[src/shared/ceb_pkg.sv]
// ceb_pkg: constants for the configuration extension bus bridge
// assumes a single 10 MHz clock domain and a classic wishbone master
package ceb_pkg;
	// ------------------------------------------------------------
	// register offsets (byte addresses)
	// ------------------------------------------------------------
	localparam logic [7:0] CEB_REG_CTRL = 8'h00;
	localparam logic [7:0] CEB_REG_PF_STD = 8'h04;
	localparam logic [7:0] CEB_REG_PF_EXT = 8'h08;
	localparam logic [7:0] CEB_REG_VF_STD = 8'h0c;
	localparam logic [7:0] CEB_REG_VF_EXT = 8'h10;
	localparam logic [7:0] CEB_REG_REQ = 8'h14;
	localparam logic [7:0] CEB_REG_WDATA = 8'h18;
	localparam logic [7:0] CEB_REG_STAT = 8'h1c;
	localparam logic [7:0] CEB_REG_RDATA = 8'h20;
	// ------------------------------------------------------------
	// ctrl fields
	// ------------------------------------------------------------
	localparam int CEB_CTRL_EN_BIT = 0;
	localparam int CEB_CTRL_ATS_PF_BIT = 1;
	localparam int CEB_CTRL_ATS_VF_BIT = 2;
	localparam int CEB_CTRL_LAT_LSB = 4;
	localparam int CEB_LAT_W = 3;
	// req fields: address [11:2] as dword index, bit 16 write, bit 17 vf, bits 23:20 byte enables
	localparam int CEB_REQ_ADDR_LSB = 0;
	localparam int CEB_ADDR_W = 10;
	localparam int CEB_REQ_WR_BIT = 16;
	localparam int CEB_REQ_VF_BIT = 17;
	localparam int CEB_REQ_BE_LSB = 20;
	// stat fields
	localparam int CEB_STAT_BUSY_BIT = 0;
	localparam int CEB_STAT_TMO_BIT = 1;
	localparam int CEB_STAT_CPL_LSB = 4;
	// ------------------------------------------------------------
	// reset values and limits
	// ------------------------------------------------------------
	localparam logic [2:0] CEB_LAT_RST = 3'h1;
	localparam logic [2:0] CEB_LAT_MIN = 3'h1;
	localparam logic [9:0] CEB_STD_PTR_RST = 10'h000;
	localparam logic [9:0] CEB_EXT_PTR_RST = 10'h000;
	localparam logic [9:0] CEB_EXT_PTR_MIN = 10'h100;
	localparam logic [2:0] CEB_CPL_OK = 3'h0;
	localparam logic [2:0] CEB_CPL_TMO = 3'h0;
	typedef enum logic [1:0] {CEB_IDLE, CEB_WAIT, CEB_DONE} ceb_state_type;
endpackage

[src/rtl/ceb_timer.sv]
// ceb_timer: counts cycles a request waits for acknowledge
// assumes start pulses only while the request is idle
`timescale 1ns/10ps
module ceb_timer (
	input wire logic clk_i,
	input wire logic rst_i,
	input wire logic run_i,
	input wire logic [ceb_pkg::CEB_LAT_W-1:0] limit_i,
	output logic expired_o
);
	import ceb_pkg::*;
	logic [CEB_LAT_W-1:0] cnt_q;
	logic [CEB_LAT_W-1:0] cnt_d;
	logic [CEB_LAT_W-1:0] lim_w;
	// a zero setting would wrap to the longest wait, so it is lifted to one
	assign lim_w = (limit_i < CEB_LAT_MIN) ? CEB_LAT_MIN : limit_i;
	assign cnt_d = run_i ? CEB_LAT_W'(cnt_q + 1'b1) : '0;
	assign expired_o = run_i && (cnt_q >= CEB_LAT_W'(lim_w - 1'b1));
	always_ff @(posedge clk_i) begin
		if (rst_i) begin
			cnt_q <= '0;
		end else begin
			cnt_q <= cnt_d;
		end
	end
endmodule // ceb_timer

[src/rtl/ceb_bridge.sv]
// ceb_bridge: configuration extension bus bridge with wishbone register port
// assumes a classic wishbone master and user capability logic on clk_i
//
// Our own choices: register access over Wishbone and the register offsets.
`timescale 1ns/10ps
module ceb_bridge (
	input wire logic clk_i,
	input wire logic rst_i,
	input wire logic cyc_i,
	input wire logic stb_i,
	input wire logic we_i,
	input wire logic [7:0] adr_i,
	input wire logic [3:0] sel_i,
	input wire logic [31:0] dat_i,
	output logic [31:0] dat_o,
	output logic ack_o,
	output logic config_extension_bus_req_o,
	output logic config_extension_bus_wr_o,
	output logic config_extension_bus_vf_o,
	output logic [ceb_pkg::CEB_ADDR_W-1:0] config_extension_bus_addr_o,
	output logic [3:0] config_extension_bus_be_o,
	output logic [31:0] config_extension_bus_wdata_o,
	input wire logic config_extension_bus_ack_i,
	input wire logic [31:0] config_extension_bus_rdata_i,
	output logic [ceb_pkg::CEB_ADDR_W-1:0] std_next_ptr_o,
	output logic [ceb_pkg::CEB_ADDR_W-1:0] ext_next_ptr_o,
	output logic ats_pf_present_o,
	output logic ats_vf_present_o
);
	import ceb_pkg::*;
	// ------------------------------------------------------------
	// state
	// ------------------------------------------------------------
	ceb_state_type state_q;
	logic ack_q;
	logic [31:0] dat_q;
	logic en_q, ats_pf_q, ats_vf_q;
	logic [CEB_LAT_W-1:0] lat_q;
	logic [CEB_ADDR_W-1:0] pf_std_q, pf_ext_q, vf_std_q, vf_ext_q;
	logic [31:0] req_q, wdata_q, rdata_q;
	logic tmo_q;
	logic [2:0] cpl_q;
	logic expired_w;
	logic bus_req_w, wr_w, start_w, user_ack_w;
	logic [31:0] rd_mux_w;

	function automatic logic [31:0] merge(input logic [31:0] old, input logic [31:0] nw, input logic [3:0] be);
		logic [31:0] r;
		r = old;
		for (int i = 0; i < 4; i++) begin
			if (be[i]) begin
				r[i*8 +: 8] = nw[i*8 +: 8];
			end
		end
		return r;
	endfunction

	function automatic logic [CEB_ADDR_W-1:0] ext_floor(input logic [CEB_ADDR_W-1:0] p);
		return (p != CEB_EXT_PTR_RST && p < CEB_EXT_PTR_MIN) ? CEB_EXT_PTR_MIN : p;
	endfunction

	// ------------------------------------------------------------
	// wishbone decode
	// ------------------------------------------------------------
	// single-cycle answer: ack the cycle after the strobe, then drop
	assign bus_req_w = cyc_i && stb_i && !ack_q;
	assign wr_w = bus_req_w && we_i;
	assign start_w = wr_w && (adr_i == CEB_REG_REQ) && sel_i[0] && en_q && (state_q == CEB_IDLE);
	assign user_ack_w = (state_q == CEB_WAIT) && config_extension_bus_ack_i;

	always_comb begin
		unique case (adr_i)
			CEB_REG_CTRL: rd_mux_w = {25'h000_0000, lat_q, 1'b0, ats_vf_q, ats_pf_q, en_q};
			CEB_REG_PF_STD: rd_mux_w = {22'h00_0000, pf_std_q};
			CEB_REG_PF_EXT: rd_mux_w = {22'h00_0000, pf_ext_q};
			CEB_REG_VF_STD: rd_mux_w = {22'h00_0000, vf_std_q};
			CEB_REG_VF_EXT: rd_mux_w = {22'h00_0000, vf_ext_q};
			CEB_REG_REQ: rd_mux_w = req_q;
			CEB_REG_WDATA: rd_mux_w = wdata_q;
			CEB_REG_STAT: rd_mux_w = {25'h000_0000, cpl_q, 2'b00, tmo_q, state_q != CEB_IDLE};
			CEB_REG_RDATA: rd_mux_w = rdata_q;
			default: rd_mux_w = 32'h0000_0000;
		endcase
	end

	always_ff @(posedge clk_i) begin
		if (rst_i) begin
			ack_q <= 1'b0;
			dat_q <= 32'h0000_0000;
		end else begin
			ack_q <= bus_req_w;
			dat_q <= (bus_req_w && !we_i) ? rd_mux_w : dat_q;
		end
	end

	// ------------------------------------------------------------
	// configuration registers
	// ------------------------------------------------------------
	always_ff @(posedge clk_i) begin
		if (rst_i) begin
			en_q <= 1'b0;
			ats_pf_q <= 1'b0;
			ats_vf_q <= 1'b0;
			lat_q <= CEB_LAT_RST;
			pf_std_q <= CEB_STD_PTR_RST;
			pf_ext_q <= CEB_EXT_PTR_RST;
			vf_std_q <= CEB_STD_PTR_RST;
			vf_ext_q <= CEB_EXT_PTR_RST;
			wdata_q <= 32'h0000_0000;
		end else if (wr_w) begin
			unique case (adr_i)
				CEB_REG_CTRL: if (sel_i[0]) begin
					en_q <= dat_i[CEB_CTRL_EN_BIT];
					ats_pf_q <= dat_i[CEB_CTRL_ATS_PF_BIT];
					ats_vf_q <= dat_i[CEB_CTRL_ATS_VF_BIT];
					lat_q <= (dat_i[CEB_CTRL_LAT_LSB +: CEB_LAT_W] < CEB_LAT_MIN) ? CEB_LAT_MIN
						: dat_i[CEB_CTRL_LAT_LSB +: CEB_LAT_W];
				end
				CEB_REG_PF_STD: pf_std_q <= CEB_ADDR_W'(merge({22'h00_0000, pf_std_q}, dat_i, sel_i));
				CEB_REG_VF_STD: vf_std_q <= CEB_ADDR_W'(merge({22'h00_0000, vf_std_q}, dat_i, sel_i));
				CEB_REG_PF_EXT: pf_ext_q <= ext_floor(CEB_ADDR_W'(merge({22'h00_0000, pf_ext_q}, dat_i, sel_i)));
				CEB_REG_VF_EXT: vf_ext_q <= ext_floor(CEB_ADDR_W'(merge({22'h00_0000, vf_ext_q}, dat_i, sel_i)));
				CEB_REG_WDATA: wdata_q <= merge(wdata_q, dat_i, sel_i);
				default: ;
			endcase
		end
	end

	// ------------------------------------------------------------
	// extension request engine
	// ------------------------------------------------------------
	ceb_timer u_timer (
		.clk_i(clk_i),
		.rst_i(rst_i),
		.run_i(state_q == CEB_WAIT),
		.limit_i(lat_q),
		.expired_o(expired_w)
	);

	always_ff @(posedge clk_i) begin
		if (rst_i) begin
			state_q <= CEB_IDLE;
			req_q <= 32'h0000_0000;
			rdata_q <= 32'h0000_0000;
			tmo_q <= 1'b0;
			cpl_q <= CEB_CPL_OK;
		end else begin
			unique case (state_q)
				CEB_IDLE: if (start_w) begin
					req_q <= dat_i;
					state_q <= CEB_WAIT;
				end
				CEB_WAIT: if (user_ack_w) begin
					// ack ends request (ack wins over a same-cycle timeout)
					rdata_q <= req_q[CEB_REQ_WR_BIT] ? 32'h0000_0000 : config_extension_bus_rdata_i;
					tmo_q <= 1'b0;
					cpl_q <= CEB_CPL_OK;
					state_q <= CEB_DONE;
				end else if (expired_w) begin
					rdata_q <= 32'h0000_0000;
					cpl_q <= CEB_CPL_TMO;
					tmo_q <= 1'b1;
					state_q <= CEB_DONE;
				end
				CEB_DONE: state_q <= CEB_IDLE;
				default: state_q <= CEB_IDLE;
			endcase
		end
	end

	// ------------------------------------------------------------
	// registered outputs
	// ------------------------------------------------------------
	always_ff @(posedge clk_i) begin
		if (rst_i) begin
			config_extension_bus_req_o <= 1'b0;
			config_extension_bus_wr_o <= 1'b0;
			config_extension_bus_vf_o <= 1'b0;
			config_extension_bus_addr_o <= '0;
			config_extension_bus_be_o <= 4'h0;
			config_extension_bus_wdata_o <= 32'h0000_0000;
		end else if (start_w) begin
			config_extension_bus_req_o <= 1'b1;
			config_extension_bus_wr_o <= dat_i[CEB_REQ_WR_BIT];
			config_extension_bus_vf_o <= dat_i[CEB_REQ_VF_BIT];
			config_extension_bus_addr_o <= dat_i[CEB_REQ_ADDR_LSB +: CEB_ADDR_W];
			config_extension_bus_be_o <= dat_i[CEB_REQ_BE_LSB +: 4];
			config_extension_bus_wdata_o <= wdata_q;
		end else if (user_ack_w || expired_w) begin
			config_extension_bus_req_o <= 1'b0;
		end
	end

	always_ff @(posedge clk_i) begin
		if (rst_i) begin
			std_next_ptr_o <= CEB_STD_PTR_RST;
			ext_next_ptr_o <= CEB_EXT_PTR_RST;
			ats_pf_present_o <= 1'b0;
			ats_vf_present_o <= 1'b0;
		end else begin
			// pointer select per function type; zero ends the list when the option is off
			std_next_ptr_o <= !en_q ? CEB_STD_PTR_RST : (req_q[CEB_REQ_VF_BIT] ? vf_std_q : pf_std_q);
			ext_next_ptr_o <= !en_q ? CEB_EXT_PTR_RST : (req_q[CEB_REQ_VF_BIT] ? vf_ext_q : pf_ext_q);
			ats_pf_present_o <= ats_pf_q;
			ats_vf_present_o <= ats_vf_q;
		end
	end

	assign dat_o = dat_q;
	assign ack_o = ack_q;
endmodule // ceb_bridge

[config.mk]
export PLATFORM = sky130hd
export DESIGN_NAME = ceb_bridge
export DESIGN_NICKNAME = d
export VERILOG_FILES = /design/src/shared/ceb_pkg.sv /design/src/rtl/ceb_timer.sv /design/src/rtl/ceb_bridge.sv
export SDC_FILE = /design/constraint.sdc
export NUM_CORES = 1
export LEC_CHECK = 0
export BUFFER_PORTS_ARGS = -buffer_cell sky130_fd_sc_hd__buf_2
export CAP_MARGIN = 5
export CELL_PAD_IN_SITES_DETAIL_PLACEMENT = 2
export CELL_PAD_IN_SITES_GLOBAL_PLACEMENT = 2
export CORE_MARGIN = 2
export CORE_UTILIZATION = 33
export DETAILED_ROUTE_END_ITERATION = 12
export PLACE_DENSITY = 0.82
export SKIP_LAST_GASP = 1
export SLEW_MARGIN = 20
export SYNTH_ARGS = -nofsm -noshare
export SYNTH_HDL_FRONTEND = slang
export SYNTH_SLANG_ARGS = --single-unit
[constraint.sdc]
create_clock -name clk_i -period 3.2 [get_ports clk_i]
set_input_delay 0.16 -clock clk_i [delete_from_list [all_inputs] [get_ports clk_i]]
set_output_delay 0.16 -clock clk_i [all_outputs]
set_load 0.02 [all_outputs]
== After elaboration in Yosys (flattened, before gate mapping) ==
Index checks and enable logic that the tools add are counted.

* Bits of input ports: 82
* Output and inout bits: 104
* Register bits after elaboration: 255

* $lt $le $gt $ge: 5
* Bitwise operators: 2
* Equality and inequality tests: 11
* Muxes and demuxes: 36
* Add/subtract/negate cells: 2
* Reduce and logical (&&, ||, !) cells: 38

{| class="wikitable"
|+ Operator list
! kind !! number
|-
| 32-bit one-hot mux with 9 select lines || 1
|-
| 32-bit two-way mux || 3
|-
| 8-bit two-way mux || 8
|-
| 10-bit two-way mux || 4
|-
| 8-bit by 5-bit == test with 1-bit output (second input constant) || 4
|-
| 3-bit AND reduction || 9
|-
| 2-bit two-way mux || 11
|-
| 10-bit by 9-bit < comparator with 1-bit output (second input constant) || 2
|-
| 10-bit nonzero test || 2
|-
| 8-bit by 4-bit == test with 1-bit output (second input constant) || 2
|-
| 1-bit logical AND || 12
|-
| 3-bit two-way mux || 4
|-
| 2-bit AND reduction || 5
|-
| 8-bit by 3-bit == test with 1-bit output (second input constant) || 1
|-
| 8-bit by 6-bit == test with 1-bit output (second input constant) || 1
|-
| 8-bit logical NOT || 1
|-
| 3-bit by 1-bit < comparator with 1-bit output (second input constant) || 2
|-
| 2-bit nonzero test || 3
|-
| 1-bit two-way mux || 4
|-
| 2-bit one-hot mux with 2 select lines || 1
|-
| 2-bit OR reduction || 2
|-
| 3-bit by 1-bit adder with 3-bit output (second input constant) || 1
|-
| 3-bit >= comparator || 1
|-
| 3-bit inequality test (second input constant) || 1
|-
| 7 further kinds || 9
|}

== Longest topological paths before layout ==
Gate-level depths: netlist of run 1.

* Depth after elaboration: 9
* Gate-level depth with buffers: 9

== Hierarchy ==
Synthesis of run 1 repeated with hierarchy kept, for this count alone.

* Cell total of the unflattened synthesis: 1115
* Area, all modules: 9844.4 um^2

{| class="wikitable"
|+ By module, submodules not included
! module !! cells an instance !! instances !! area each (um^2) !! sequential area each (um^2)
|-
| ceb_bridge || 1091 || 1 || 9634.2 || 4664.5
|-
| ceb_timer || 24 || 1 || 210.2 || 60.1
|}

== Least setup slack after synthesis of run 1 ==
OpenSTA, ideal clock, no wires.

* Kind: register to register
* From: register lat_q[2]
* To: register tmo_q
* Arrival: 2225 ps
* Stages on the path, launching flop included: 10
* Path buffers: 1
* Data required time: 3085 ps
* Clock period less this slack: 2340 ps
* Path slack: 860 ps
* Cell sequence: dfxtp_1 > nor2_1 > nor2_1 > ha_1 > ha_1 > a21o_1 > a211oi_1 > clkbuf_1 > nor2_1 > o21a_1

* Cells in the longest elaborated chain, start to end: 7

{| class="wikitable"
|+ RTL lines
! item !! line !! source
|-
| from (decl) || ceb_bridge.sv:38 || <nowiki>logic [CEB_LAT_W-1:0] lat_q;</nowiki>
|-
| from (signal assigned) || ceb_bridge.sv:116 || <nowiki>lat_q <= (dat_i[CEB_CTRL_LAT_LSB +: CEB_LAT_W] < CEB_LAT_MIN) ? CEB_LAT_MIN</nowiki>
|-
| 3-bit by 1-bit < comparator with 1-bit output || ceb_timer.sv:16 || <nowiki>assign lim_w = (limit_i < CEB_LAT_MIN) ? CEB_LAT_MIN : limit_i;</nowiki>
|-
| 3-bit two-way mux * || ceb_timer.sv:16 ||
|-
| 3-bit by 1-bit subtractor with 3-bit output * || ceb_timer.sv:18 || <nowiki>assign expired_o = run_i && (cnt_q >= CEB_LAT_W'(lim_w - 1'b1));</nowiki>
|-
| 3-bit >= comparator * || ceb_timer.sv:18 ||
|-
| 1-bit logical AND * || ceb_timer.sv:18 ||
|-
| 2-bit nonzero test (no line) * || -- ||
|-
| 2-bit AND reduction (no line) * || -- ||
|-
| to (signal assigned) || ceb_bridge.sv:145 || <nowiki>tmo_q <= 1'b0;</nowiki>
|-
| to (signal assigned) || ceb_bridge.sv:156 || <nowiki>tmo_q <= 1'b0;</nowiki>
|-
| to (signal assigned) || ceb_bridge.sv:162 || <nowiki>tmo_q <= 1'b1;</nowiki>
|-
| to (decl) || ceb_bridge.sv:41 || <nowiki>logic tmo_q;</nowiki>
|}

Every way passes the cells marked *; elsewhere a longest branch is shown, timed or not.
A chain may end at the register's enable or synchronous reset.

== Worst setup path after layout of run 1 ==
* From: register lat_q[1]
* To: register rdata_q[6]

* Cells in the longest elaborated chain, start to end: 7

{| class="wikitable"
|+ RTL lines
! item !! line !! source
|-
| 3-bit by 1-bit < comparator with 1-bit output || ceb_timer.sv:16 ||
|-
| 3-bit two-way mux * || ceb_timer.sv:16 ||
|-
| 3-bit by 1-bit subtractor with 3-bit output * || ceb_timer.sv:18 ||
|-
| 3-bit >= comparator * || ceb_timer.sv:18 ||
|-
| 1-bit logical AND * || ceb_timer.sv:18 ||
|-
| 2-bit nonzero test (no line) * || -- ||
|-
| 2-bit AND reduction (no line) * || -- ||
|-
| to (signal assigned) || ceb_bridge.sv:155 || <nowiki>rdata_q <= req_q[CEB_REQ_WR_BIT] ? 32'h0000_0000 : config_extension_bus_rdata_i;</nowiki>
|-
| to (decl) || ceb_bridge.sv:40 || <nowiki>logic [31:0] req_q, wdata_q, rdata_q;</nowiki>
|}

Marks and branches as above.

==> results of run 1 <==
## layout make-up
class | instances | area, um2
Timing Repair Buffer | 277 | 1840
Clock inverter | 6 | 58.8
Tap cell | 390 | 488
Clock buffer | 43 | 826
Fill cell | 3337 | 17000
Sequential cell | 236 | 4720
Inverter | 20 | 75.1
Multi-Input combinational cell | 820 | 4600
## stage by stage
step / power, W / utilization [%]
2_1_floorplan: 0.00313 / -
3_3_place_gp: 0.00325 / 37.4
4_1_cts: 0.00640 / 42.5
5_1_grt: 0.00656 / 42.5
3_5_place_dp: 0.00326 / 37.4
6_report: 0.00636 / 42.5
## timing repair
action,in CTS,in global routing
hold buffers,65,0
hold endpoints to repair,97,0
endpoints found under the setup margin,0,0
## synthesized netlist by cell type, drive strengths merged, types with 2 or more instances
cell type / instances / area, um2
mux2: 3 / 33.8
and2: 2 / 12.5
ha: 5 / 62.6
and3: 3 / 18.8
a2bb2oi: 4 / 35.0
or3: 3 / 20.0
or2: 3 / 18.8
inv: 20 / 75.1
clkbuf: 59 / 224
a2111oi: 3 / 45.1
a22oi: 51 / 383
o21ai: 51 / 255
buf: 49 / 338
nor3b: 5 / 37.5
nor2: 73 / 274
nand2b: 12 / 75.1
a21oi: 150 / 788
nand2: 273 / 1020
xnor2: 2 / 17.5
nor4b: 4 / 41.3
o21a: 2 / 15.0
o2bb2ai: 23 / 201
nor2b: 7 / 43.8
dfxtp: 236 / 4720
a22o: 3 / 26.3
nand3: 20 / 100
o32ai: 16 / 140
a221oi: 3 / 26.3
nor3: 24 / 130
nor4: 2 / 27.5
or4: 3 / 26.3
mux4: 4 / 90.1
o22ai: 8 / 50.1
or4b: 2 / 20.0
mux2i: 42 / 420
## state kept, by name (all words and copies together) (netlist names), 10 cells and up
signal                        cells
rdata_q                          32
config_extension_bus_wdata_o     32
vf_std_q                         10
std_next_ptr_o                   10
pf_std_q                         10
wdata_q                          32
dat_o                            32
req_q                            22
ext_next_ptr_o                   10
vf_ext_q                         10
pf_ext_q                         10
## layer usage
layer / vias up / GRT usage (%)
met1: 4909 / 29.3
met2: 299 / 47.1
met5: - / 0
li1: 4491 / -
met3: 97 / 4.48
met4: 0 / 10.2
## how the worst min path moves through the flow
| stage | cells after the start | from | slack, ns | end |
|---|---|---|---|---|
| 2_1_floorplan | 2 | stb_i | 0.29 | ack_o |
| 3_3_place_gp | 3 | config_extension_bus_rdata_i[28] | 0.41 | rdata_q[28] |
| 3_5_place_dp | 3 | config_extension_bus_rdata_i[21] | 0.41 | rdata_q[21] |
| 4_1_cts | 3 | dat_i[1] | 0.004 | wdata_q[1] |
| 5_1_grt | 3 | dat_i[1] | 0.02 | wdata_q[1] |
| 6_report | 3 | dat_i[1] | 0.01 | ats_pf_q |
## worst max-delay path: cells and delay by family (launching register included)
kind / cells / cell delay [ns]
AOI/OAI and AO/OA: 4 / 1.00
adders and majority gates: 2 / 0.56
DFF: 1 / 0.43
buffers and inverters: 1 / 0.26
and+or+nand+nor: 2 / 0.23
## report_power, final
group | switching (W) | internal (W) | total (W)
Clock | 0.00126 | 0.00184 | 0.00310
Combinational | 0.000194 | 0.000129 | 0.000323
Sequential | 0.000000685 | 0.00294 | 0.00294
## logic make-up (layout without fill, tap and decap cells)
kind of cell / after synthesis / count (layout) / synth area share (%)
compound gates: 323 / 323 / 20.5
mux: 49 / 49 / 5.48
buf+inv: 128 / 346 / 6.41
xor+xnor: 2 / 2 / 0.176
flops: 236 / 236 / 47.5
simple gates: 441 / 441 / 19.3
fa+ha+maj: 5 / 5 / 0.630
==> run summary, run 1 <==
Unrepaired setup endpoints after global routing - no
Achievable frequency - 389 MHz
CP startpoint kind - flip-flop
Run status - completed
Largest fanout of any net on the critical path - 12
Hold WS - 0.0138 ns
Worst path slowest cell - sky130_fd_sc_hd__a211oi_4
TritonCTS clock tree - yes
Final worst slack - 0.626 ns
Full die area - 31500 um2
Wire length on met1 - 16100 um
Number of nets at the end of the flow - 1469
Final wirelength - 40900 um
Placed cell count - 1678
Number of core rows - 63
Share of layout cells above drive strength 1 - 20.3%
Die Y-Extent - 178 um
Drt wl/cell - 22.8 um
Weighted congestion reported at the end of routability-driven placement - 0.881
Layout-stage area growth over the synthesis result - 26.9%
Mapped Avg Cell Area - 8.39 um2
Starting density of the core - 33.5%
Number of global-route vias before repair - 10600
Number of register bits inferred by synthesis - 236
Via count of the routed design - 9796
Startpoint of the worst register-to-register path - lat_q[1]
Worst-case register-to-register setup slack - 0.63 ns
Initial antenna violation count - 0
IO Pins - 186
Leakage power summed over all cells - 4.62 nW
Worst slew margin relative to its limit - 37.4%
Slew at the pin closest to its max-slew limit - 0.915 ns
Final count of hold timing violations - 0
Insertion delay of the later-clocked pin in the worst-skew pair - 0.53 ns
Clock root buffer - sky130_fd_sc_hd__clkbuf_16
Share of flip-flops with an asynchronous set or reset - 0%
Maximum single-stage delay on the critical path - 0.46 ns
Most frequent cells in the layout - 273 x sky130_fd_sc_hd__nand2_1, 236 x sky130_fd_sc_hd__dfxtp_1, 184 x sky130_fd_sc_hd__buf_2
Final-report max-slew violation count - 0
Final-report setup violation count - 0
Synthesized net count - 1271
Capture instance of the worst register-to-register path - rdata_q[6]
Sum of met2 wire segment lengths after detailed routing - 21000 um
Max IR drop VDD - 0.343 mV
Largest net degree at the start of global routing - 105
Final total negative setup slack - 0 ns
Cell-by-cell listing of the critical path - nor2_1 > nor2_1 > ha_1 > ha_1 > a21o_1 > a211oi_4 > buf_4 > o21ai_0 > a21oi_1
Final antenna diode count - 0
Distinct cells, synth - 62
Critical path required time - 3.65 ns
# clock sinks - 236
CTS-repair resized insts - 0
Share of the clock period used by the worst path - 80.4%
IO buf count - 185
Min-delay worst type - in -> reg
Pre-antenna DRT Iters - 5
Area of the mapped netlist - 9940 um2
Number of enable-type register cells in the synthesized netlist - 0
Areal power density over the cells - 505 nW/um2
Post-Place Cell Area - 11100 um2
Clock slew seen by the registers of the worst setup and hold paths - 0.06 ns
Post-Place Worst Slack - 0.654 ns
Destination of the critical timing path - rdata_q[6]
Worst reg2reg path depth - 9
Clk_skew - 0.00678 ns
Number of DRC violations after detailed-routing iteration 0 - 570
Remaining DRCs - 0
Longest Clk Path Bufs - 3
Startpoint of the most critical setup path - lat_q[1]
Overflow after GRT - 0
HPWL after DPL - 27200 um
Chip width - 178 um
CORE AREA - 29600 um2
Post-CTS setup-driven buffer insertion count - 0
Total length of routed met3 wires - 2020 um
Kind of end point of the critical path - flip-flop
Count of warnings emitted by yosys - 0
Vias/cell - 5.47
Max H-tree Level - 1
Antenna Violating Nets Remaining - 0
Highest routed metal layer - met4
Post-Synthesis Cells - 1184
Total of max-cap violations - 0
Critical path data arrival time - 3.02 ns
Post-layout instance area - 12600 um2
Most frequent standard cell in the layout excluding fill and tap cells - sky130_fd_sc_hd__nand2_1
Post-layout instance count excluding filler cells - 1792
Overall fraction of global-route tracks in use - 25.7%
Dominant synthesized flop cell - sky130_fd_sc_hd__dfxtp_1
Post-route minimum period - 2.57 ns
Path type of the worst setup path - reg -> reg
Sequential share of the synthesized area - 47.5%
TritonCTS Buffers - 27
Wire length of the first global-routing pass - 62100 um
Note: power is estimated with default switching activity, not from simulation.
==> run 2: changes to the inputs <==
--- a/config.mk
+++ b/config.mk
@@ -10,9 +10,9 @@
 export CELL_PAD_IN_SITES_DETAIL_PLACEMENT = 2
 export CELL_PAD_IN_SITES_GLOBAL_PLACEMENT = 2
 export CORE_MARGIN = 2
-export CORE_UTILIZATION = 33
+export CORE_UTILIZATION = 29
 export DETAILED_ROUTE_END_ITERATION = 12
-export PLACE_DENSITY = 0.82
+export PLACE_DENSITY = 0.77
 export SKIP_LAST_GASP = 1
 export SLEW_MARGIN = 20
 export SYNTH_ARGS = -nofsm -noshare
==> constraint.sdc (replaced) <==
create_clock -name clk_i -period 2.3 [get_ports clk_i]
set_input_delay 0.115 -clock clk_i [delete_from_list [all_inputs] [get_ports clk_i]]
set_output_delay 0.115 -clock clk_i [all_outputs]
set_load 0.02 [all_outputs]
==> run 2 against run 1 <==
  * Sequential cell count stayed put
  * Fmax increased by 15%
  * Core utilization down 3.1 points
  * Final cell count grew 5.5%
  * Critical path depth rose by 1
  * Worst setup slack worse by 0.57 ns
  * Combinational power increased by 51%
  * Count of clock-buffer cells in the layout is 3 lower
  * Sequential share of layout area decreased by 1.8 points
  * First-iteration DRC count shrank 4.6%
  * Clock skew up 0.0012 ns
  * Global-route usage decreased by 2.0 points
  * Critical path type unchanged
  * Critical endpoint is now tmo_q
==> run summary, run 2 (synthesis gave the netlist of run 1 again) <==
Max H-tree Level - 1 (unchanged)
# clock sinks - 236 (unchanged)
Weighted congestion reported at the end of routability-driven placement - 0.874 (was 0.881)
Post-route minimum period - 2.25 ns (was 2.57 ns)
Remaining DRCs - 0 (unchanged)
Finished Core Util - 39.4% (was 42.5%)
Drt wl/cell - 23.0 um (was 22.8 um)
CORE AREA - 33600 um2 (was 29600 um2)
Most frequent standard cell in the layout excluding fill and tap cells - sky130_fd_sc_hd__nand2_1 (unchanged)
Die Y-Extent - 189 um (was 178 um)
Insertion delay of the later-clocked pin in the worst-skew pair - 0.55 ns (was 0.53 ns)
IO Pins - 186 (unchanged)
Share of the clock period used by the worst path - 97.6% (was 80.4%)
IO buf count - 185 (unchanged)
Number of global-route vias before repair - 10900 (was 10600)
Post-layout instance count excluding filler cells - 1891 (was 1792)
Worst slew margin relative to its limit - 47.7% (was 37.4%)
Run status - completed (unchanged)
TritonCTS Buffers - 28 (was 27)
Chip width - 189 um (was 178 um)
Vias/cell - 5.29 (was 5.47)
Starting density of the core - 29.6% (was 33.5%)
Initial antenna violation count - 2 (was 0)
Clock slew seen by the registers of the worst setup and hold paths - 0.06 ns (about the same)
Final count of hold timing violations - 0 (unchanged)
HPWL after DPL - 28800 um (was 27200 um)
Layout-stage area growth over the synthesis result - 33.4% (was 26.9%)
Clk_skew - 0.00793 ns (was 0.00678 ns)
Placed cell count - 1765 (was 1678)
Number of nets at the end of the flow - 1507 (was 1469)
Critical path data arrival time - 2.68 ns (was 3.02 ns)
Sequential cell area - 4730 um2 (was 4720 um2)
Clock root buffer - sky130_fd_sc_hd__clkbuf_16 (unchanged)
Leakage power summed over all cells - 4.91 nW (was 4.62 nW)
Final-report setup violation count - 0 (unchanged)
Kind of end point of the critical path - flip-flop (unchanged)
Wire length of the first global-routing pass - 65700 um (was 62100 um)
Via count of the routed design - 9998 (was 9796)
Longest Clk Path Bufs - 3 (unchanged)
Areal power density over the cells - 718 nW/um2 (was 505 nW/um2)
Number of DRC violations after detailed-routing iteration 0 - 544 (was 570)
Achievable frequency - 445 MHz (was 389 MHz)
Path type of the worst setup path - reg -> reg (unchanged)
Final wirelength - 43500 um (was 40900 um)
Overall fraction of global-route tracks in use - 23.7% (was 25.7%)
Number of core rows - 67 (was 63)
Max IR drop VDD - 0.496 mV (was 0.343 mV)
Largest net degree at the start of global routing - 93 (was 105)
Min-delay worst type - in -> reg (unchanged)
Pre-antenna DRT Iters - 5 (unchanged)
CP startpoint kind - flip-flop (unchanged)
Total of max-cap violations - 0 (unchanged)
Largest fanout of any net on the critical path - 5 (was 12)
TritonCTS clock tree - yes (unchanged)
Overflow after GRT - 0 (unchanged)
Filler cell count - 3712 (was 3337)
Final-report max-slew violation count - 0 (unchanged)
Antenna Violating Nets Remaining - 0 (unchanged)
Multi-input gate area - 4630 um2 (was 4600 um2)
Critical path required time - 2.74 ns (was 3.65 ns)
Share of layout cells above drive strength 1 - 23.3% (was 20.3%)
Most frequent cells in the layout - 273 x sky130_fd_sc_hd__nand2_1, 234 x sky130_fd_sc_hd__dfxtp_1, 184 x sky130_fd_sc_hd__buf_2 (was 273 x sky130_fd_sc_hd__nand2_1, 236 x sky130_fd_sc_hd__dfxtp_1, 184 x sky130_fd_sc_hd__buf_2)
Slew at the pin closest to its max-slew limit - 0.785 ns (was 0.915 ns)
Full die area - 35800 um2 (was 31500 um2)
Final total negative setup slack - 0 ns (unchanged)
## run 2: changes by cell type in the layout (fill, tap and decap cells not counted), moves of 3 or more
cell / change
sky130_fd_sc_hd__buf_6: +3
sky130_fd_sc_hd__clkbuf_1: -4
sky130_fd_sc_hd__buf_4: +29
sky130_fd_sc_hd__buf_12: +3
sky130_fd_sc_hd__clkbuf_16: +4
sky130_fd_sc_hd__bufinv_16: +4
sky130_fd_sc_hd__o21ai_1: +5
sky130_fd_sc_hd__o21ai_0: -6
## run 2: worst paths after layout
path / slack, ns / cells after the start / start / endpoint
worst min register to register: 0.45 / 2 / config_extension_bus_wdata_o[11] / config_extension_bus_wdata_o[11]
worst max register to register: 0.05 / 10 / lat_q[1] / tmo_q
worst max-delay path: 0.05 / 10 / lat_q[1] / tmo_q
worst min-delay path: 0.04 / 4 / dat_i[7] / wdata_q[7]
## run 2: timing repair
| action | 4_1_cts | 5_1_grt |
|---|---|---|
| pin swaps | 1 | 19 |
| buffers inserted | 1 | 3 |
| gates resized for setup | 2 | 19 |
| hold buffers | 65 | 0 |
| endpoints found under the hold margin | 127 | 0 |
| setup endpoints to repair | 2 | 36 |
| cloned | 1 | 3 |
## run 2: area by class of cell
| cell class | count | share of cell area [%] |
|---|---|---|
| Sequential cell | 236 | 35.7 |
| Multi-Input combinational cell | 820 | 35.0 |
| Timing Repair Buffer | 314 | 16.7 |
| Clock buffer | 40 | 6.39 |
| Tap cell | 448 | 4.23 |
| Clock inverter | 12 | 1.43 |
| Inverter | 20 | 0.566 |
| Antenna cell | 1 | 0.0189 |
## run 2: worst max-delay path, stage by stage (launching register included)
cell	delay, ns
sky130_fd_sc_hd__dfxtp_4	0.36
sky130_fd_sc_hd__nor2_4	0.12
sky130_fd_sc_hd__nor2_4	0.06
sky130_fd_sc_hd__ha_4	0.24
sky130_fd_sc_hd__ha_1	0.27
sky130_fd_sc_hd__a21o_1	0.21
sky130_fd_sc_hd__a211oi_4	0.29
sky130_fd_sc_hd__buf_6	0.19
sky130_fd_sc_hd__buf_12	0.13
sky130_fd_sc_hd__nor2_1	0.06
sky130_fd_sc_hd__o21a_1	0.21
## run 2: per-layer routing
| metal | vias to the layer above | wire (um) | track usage, % |
|---|---|---|---|
| met4 | 2 | 1710 | 9.71 |
| li1 | 4570 | - | - |
| met3 | 93 | 2280 | 4.06 |
| met1 | 5014 | 17400 | 27.9 |
| met2 | 319 | 22100 | 42.5 |
| met5 | - | 13 | 0 |
## run 2: power breakdown
group	total [W]	internal, W	leakage (nW)	switching (W)
sequential	0.00409	0.00409	1.90	0.000000984
clock	0.00495	0.00311	0.509	0.00184
combinational	0.000488	0.000201	2.50	0.000287
## run 2: stage by stage
stage               worst slack, ns  cell area [um2]  hold WS (ns)  total power [W]
floorplan                     0.126             9940         0.248          0.00435
global placement              0.172            11400         0.368          0.00455
detailed placement           0.0491            11400         0.374          0.00456
CTS                         -0.0341            13100        0.0147          0.00958
global route               -0.00240            13300        0.0209          0.00983
finish                       0.0549            13300        0.0376          0.00952
==> run 3: changes to the inputs <==
--- a/config.mk
+++ b/config.mk
@@ -9,10 +9,11 @@
 export CAP_MARGIN = 5
 export CELL_PAD_IN_SITES_DETAIL_PLACEMENT = 2
 export CELL_PAD_IN_SITES_GLOBAL_PLACEMENT = 2
-export CORE_MARGIN = 2
-export CORE_UTILIZATION = 29
+export CORE_UTILIZATION = 31
+export CTS_BUF_LIST = sky130_fd_sc_hd__clkbuf_4 sky130_fd_sc_hd__clkbuf_8
 export DETAILED_ROUTE_END_ITERATION = 12
-export PLACE_DENSITY = 0.77
+export PLACE_DENSITY = 0.81
+export SKIP_CTS_REPAIR_TIMING = 1
 export SKIP_LAST_GASP = 1
 export SLEW_MARGIN = 20
 export SYNTH_ARGS = -nofsm -noshare
==> run 3 against run 2 <==
  * The run now ends with negative setup slack left
  * Design area fell by 2.5%
  * Clock power fell by 16%
  * Die area fell by 8.4%
  * Sequential power barely moved
  * Worst hold slack got worse by 0.012 ns
  * Wire length rose by 1.7%
  * Count of clock-buffer cells in the layout rose by 30
  * Worst setup slack got worse by 0.26 ns
  * Core utilization rose by 1.5 points
  * Largest power group unchanged
  * Largest cell class unchanged
  * Highest routed layer unchanged
==> run summary, run 3 (synthesis gave the netlist of run 1 again) <==
Final-report setup violation count - 34 (was 0)
Clock root buffer - sky130_fd_sc_hd__clkbuf_8 (was sky130_fd_sc_hd__clkbuf_16)
Clock slew seen by the registers of the worst setup and hold paths - 0.06 ns (about the same)
Kind of end point of the critical path - flip-flop (unchanged)
Final count of hold timing violations - 0 (unchanged)
Clk_skew - 0.0200 ns (was 0.00793 ns)
Starting density of the core - 31.5% (was 29.6%)
Achievable frequency - 400 MHz (was 445 MHz)
Overflow after GRT - 0 (unchanged)
Most frequent standard cell in the layout excluding fill and tap cells - sky130_fd_sc_hd__nand2_1 (unchanged)
Combined buffer and inverter count along the critical path - 2 (unchanged)
Final wirelength - 44200 um (was 43500 um)
Startpoint of the worst register-to-register path - lat_q[2] (was lat_q[1])
Post-layout instance count excluding filler cells - 1867 (was 1891)
CORE AREA - 31600 um2 (was 33600 um2)
Most frequent cells in the layout - 273 x sky130_fd_sc_hd__nand2_1, 234 x sky130_fd_sc_hd__dfxtp_1, 184 x sky130_fd_sc_hd__buf_2 (unchanged)
Number of global-route vias before repair - 10500 (was 10900)
Number of DRC violations after detailed-routing iteration 0 - 672 (was 544)
Placed cell count - 1724 (was 1765)
Run status - complete, but fails checks (was completed)
IO Pins - 186 (unchanged)
IO buf count - 185 (unchanged)
Pre-antenna DRT Iters - 5 (unchanged)
Final-report max-slew violation count - 0 (unchanged)
CP startpoint kind - flip-flop (unchanged)
Longest Clk Path Bufs - 3 (unchanged)
Violations in the final reports - negative setup slack
Leakage power summed over all cells - 4.84 nW (was 4.91 nW)
Final worst slack - -0.200 ns (was 0.0549 ns)
Number of core rows - 65 (was 67)
Weighted congestion reported at the end of routability-driven placement - 0.917 (was 0.874)
Worst slew margin relative to its limit - 46.9% (was 47.7%)
Antenna Violating Nets Remaining - 0 (unchanged)
Largest net degree at the start of global routing - 67 (was 93)
Layout-stage area growth over the synthesis result - 30.0% (was 33.4%)
Insertion delay of the later-clocked pin in the worst-skew pair - 0.56 ns (was 0.55 ns)
Maximum single-stage delay on the critical path - 0.37 ns (was 0.36 ns)
Vias/cell - 5.49 (was 5.29)
Number of nets at the end of the flow - 1522 (was 1507)
Destination of the critical timing path - rdata_q[4] (was tmo_q)
Cell-by-cell listing of the critical path - nor2_1 > nor2_1 > ha_1 > ha_1 > a21o_1 > a211oi_4 > buf_4 > clkbuf_4 > o21ai_0 > a21oi_1 (was nor2_4 > nor2_4 > ha_4 > ha_1 > a21o_1 > a211oi_4 > buf_6 > buf_12 > nor2_1 > o21a_1)
Capture instance of the worst register-to-register path - rdata_q[4] (was tmo_q)
Full die area - 32800 um2 (was 35800 um2)
Areal power density over the cells - 675 nW/um2 (was 718 nW/um2)
Largest fanout of any net on the critical path - 7 (was 5)
Max H-tree Level - 2 (was 1)
Critical path required time - 2.77 ns (was 2.74 ns)
Post-Place Worst Slack - 0.0117 ns (was 0.0491 ns)
Initial antenna violation count - 4 (was 2)
Max IR drop VDD - 0.372 mV (was 0.496 mV)
Hold path cells - 4 (unchanged)
Chip width - 181 um (was 189 um)
Wire length of the first global-routing pass - 61700 um (was 65700 um)
Worst reg2reg path depth - 10 (unchanged)
Drt wl/cell - 23.7 um (was 23.0 um)
Path type of the worst setup path - reg -> reg (unchanged)
Critical path data arrival time - 2.97 ns (was 2.68 ns)
# clock sinks - 236 (unchanged)
Die Y-Extent - 181 um (was 189 um)
Total of max-cap violations - 0 (unchanged)
Cell family contributing the most delay on the critical path - compound AO/OA/AOI/OAI gates (unchanged)
Worst-case register-to-register setup slack - -0.20 ns (was 0.05 ns)
TritonCTS clock tree - yes (unchanged)
Filler cell count - 3523 (was 3712)
Hold wc startpoint - dat_i[0] (was dat_i[7])
Min-delay worst type - in -> reg (unchanged)
TritonCTS Buffers - 43 (was 28)
Share of the clock period used by the worst path - 109% (was 97.6%)
Remaining DRCs - 0 (unchanged)
HPWL after DPL - 28800 um (about the same)
Share of layout cells above drive strength 1 - 24.3% (was 23.3%)
Overall fraction of global-route tracks in use - 24.3% (was 23.7%)
Worst path slowest cell - sky130_fd_sc_hd__dfxtp_4 (unchanged)
Post-route minimum period - 2.50 ns (was 2.25 ns)
Worst path depth - 10 (unchanged)
Startpoint of the most critical setup path - lat_q[2] (was lat_q[1])
Slew at the pin closest to its max-slew limit - 0.796 ns (was 0.785 ns)
Via count of the routed design - 10200 (was 9998)
run 3: cell count changes in the layout (fill, tap and decap cells not counted), moves of 6 or more:
cell                        delta
sky130_fd_sc_hd__clkbuf_8     +46
sky130_fd_sc_hd__clkbuf_16    -31
sky130_fd_sc_hd__clkbuf_4     +17
sky130_fd_sc_hd__o21ai_0       +6
run 3: report_power, final:
group / internal, W / total, W / switching [W] / leakage (nW)
logic: 0.000196 / 0.000480 / 0.000284 / 2.47
registers: 0.00409 / 0.00409 / 0.00000109 / 1.90
clock network: 0.00235 / 0.00415 / 0.00181 / 0.470
total: 0.00663 / 0.00872 / 0.00209 / 4.84
run 3: worst min-delay path by stage:
stage                   to  slack, ns
2_1_floorplan        ack_o       0.25
3_3_place_gp   rdata_q[18]       0.37
3_5_place_dp   rdata_q[20]       0.37
4_1_cts          req_q[12]      -0.20
5_1_grt           req_q[4]       0.01
6_report              en_q       0.03
run 3: area by class of cell:
type	count	area [um2]	area share (%)
Sequential cell	236	4730	36.6
Tap cell	402	503	3.89
Clock inverter	2	10.0	0.0775
Antenna cell	3	7.51	0.0581
Clock buffer	70	863	6.68
Inverter	20	75.1	0.581
Multi-Input combinational cell	820	4600	35.6
Timing Repair Buffer	314	2130	16.5
run 3: worst register-to-register path: stages (launching register included):
cell and delay [ns]:
sky130_fd_sc_hd__dfxtp_4 0.37, sky130_fd_sc_hd__nor2_1 0.05, sky130_fd_sc_hd__nor2_1 0.17, sky130_fd_sc_hd__ha_1 0.27, sky130_fd_sc_hd__ha_1 0.31, sky130_fd_sc_hd__a21o_1 0.22, sky130_fd_sc_hd__a211oi_4 0.33, sky130_fd_sc_hd__buf_4 0.18
sky130_fd_sc_hd__clkbuf_4 0.17, sky130_fd_sc_hd__o21ai_0 0.12, sky130_fd_sc_hd__a21oi_1 0.21
run 3: metrics by stage:
step	hold WS (ns)	total power (W)	utilization, %	cell area (um2)	setup TNS [ns]
finish	0.0252	0.00872	40.9	12900	-3.53
global route	0.0101	0.00903	40.9	12900	-5.45
CTS	-0.202	0.00869	38.7	12200	-0.0580
detailed placement	0.373	0.00456	36.0	11300	0
global placement	0.366	0.00455	36.0	11300	0
floorplan	0.248	0.00435	-	9940	0
run 3: routing by layer:
layer	part of all wire [%]	global-route usage (%)	up-vias	wire, um
li1	-	-	4609	-
met1	39	28.7	5135	17500
met2	51	44.0	381	22500
met3	5.4	4.19	114	2410
met4	4.1	8.68	2	1790
met5	0.025	0	-	11
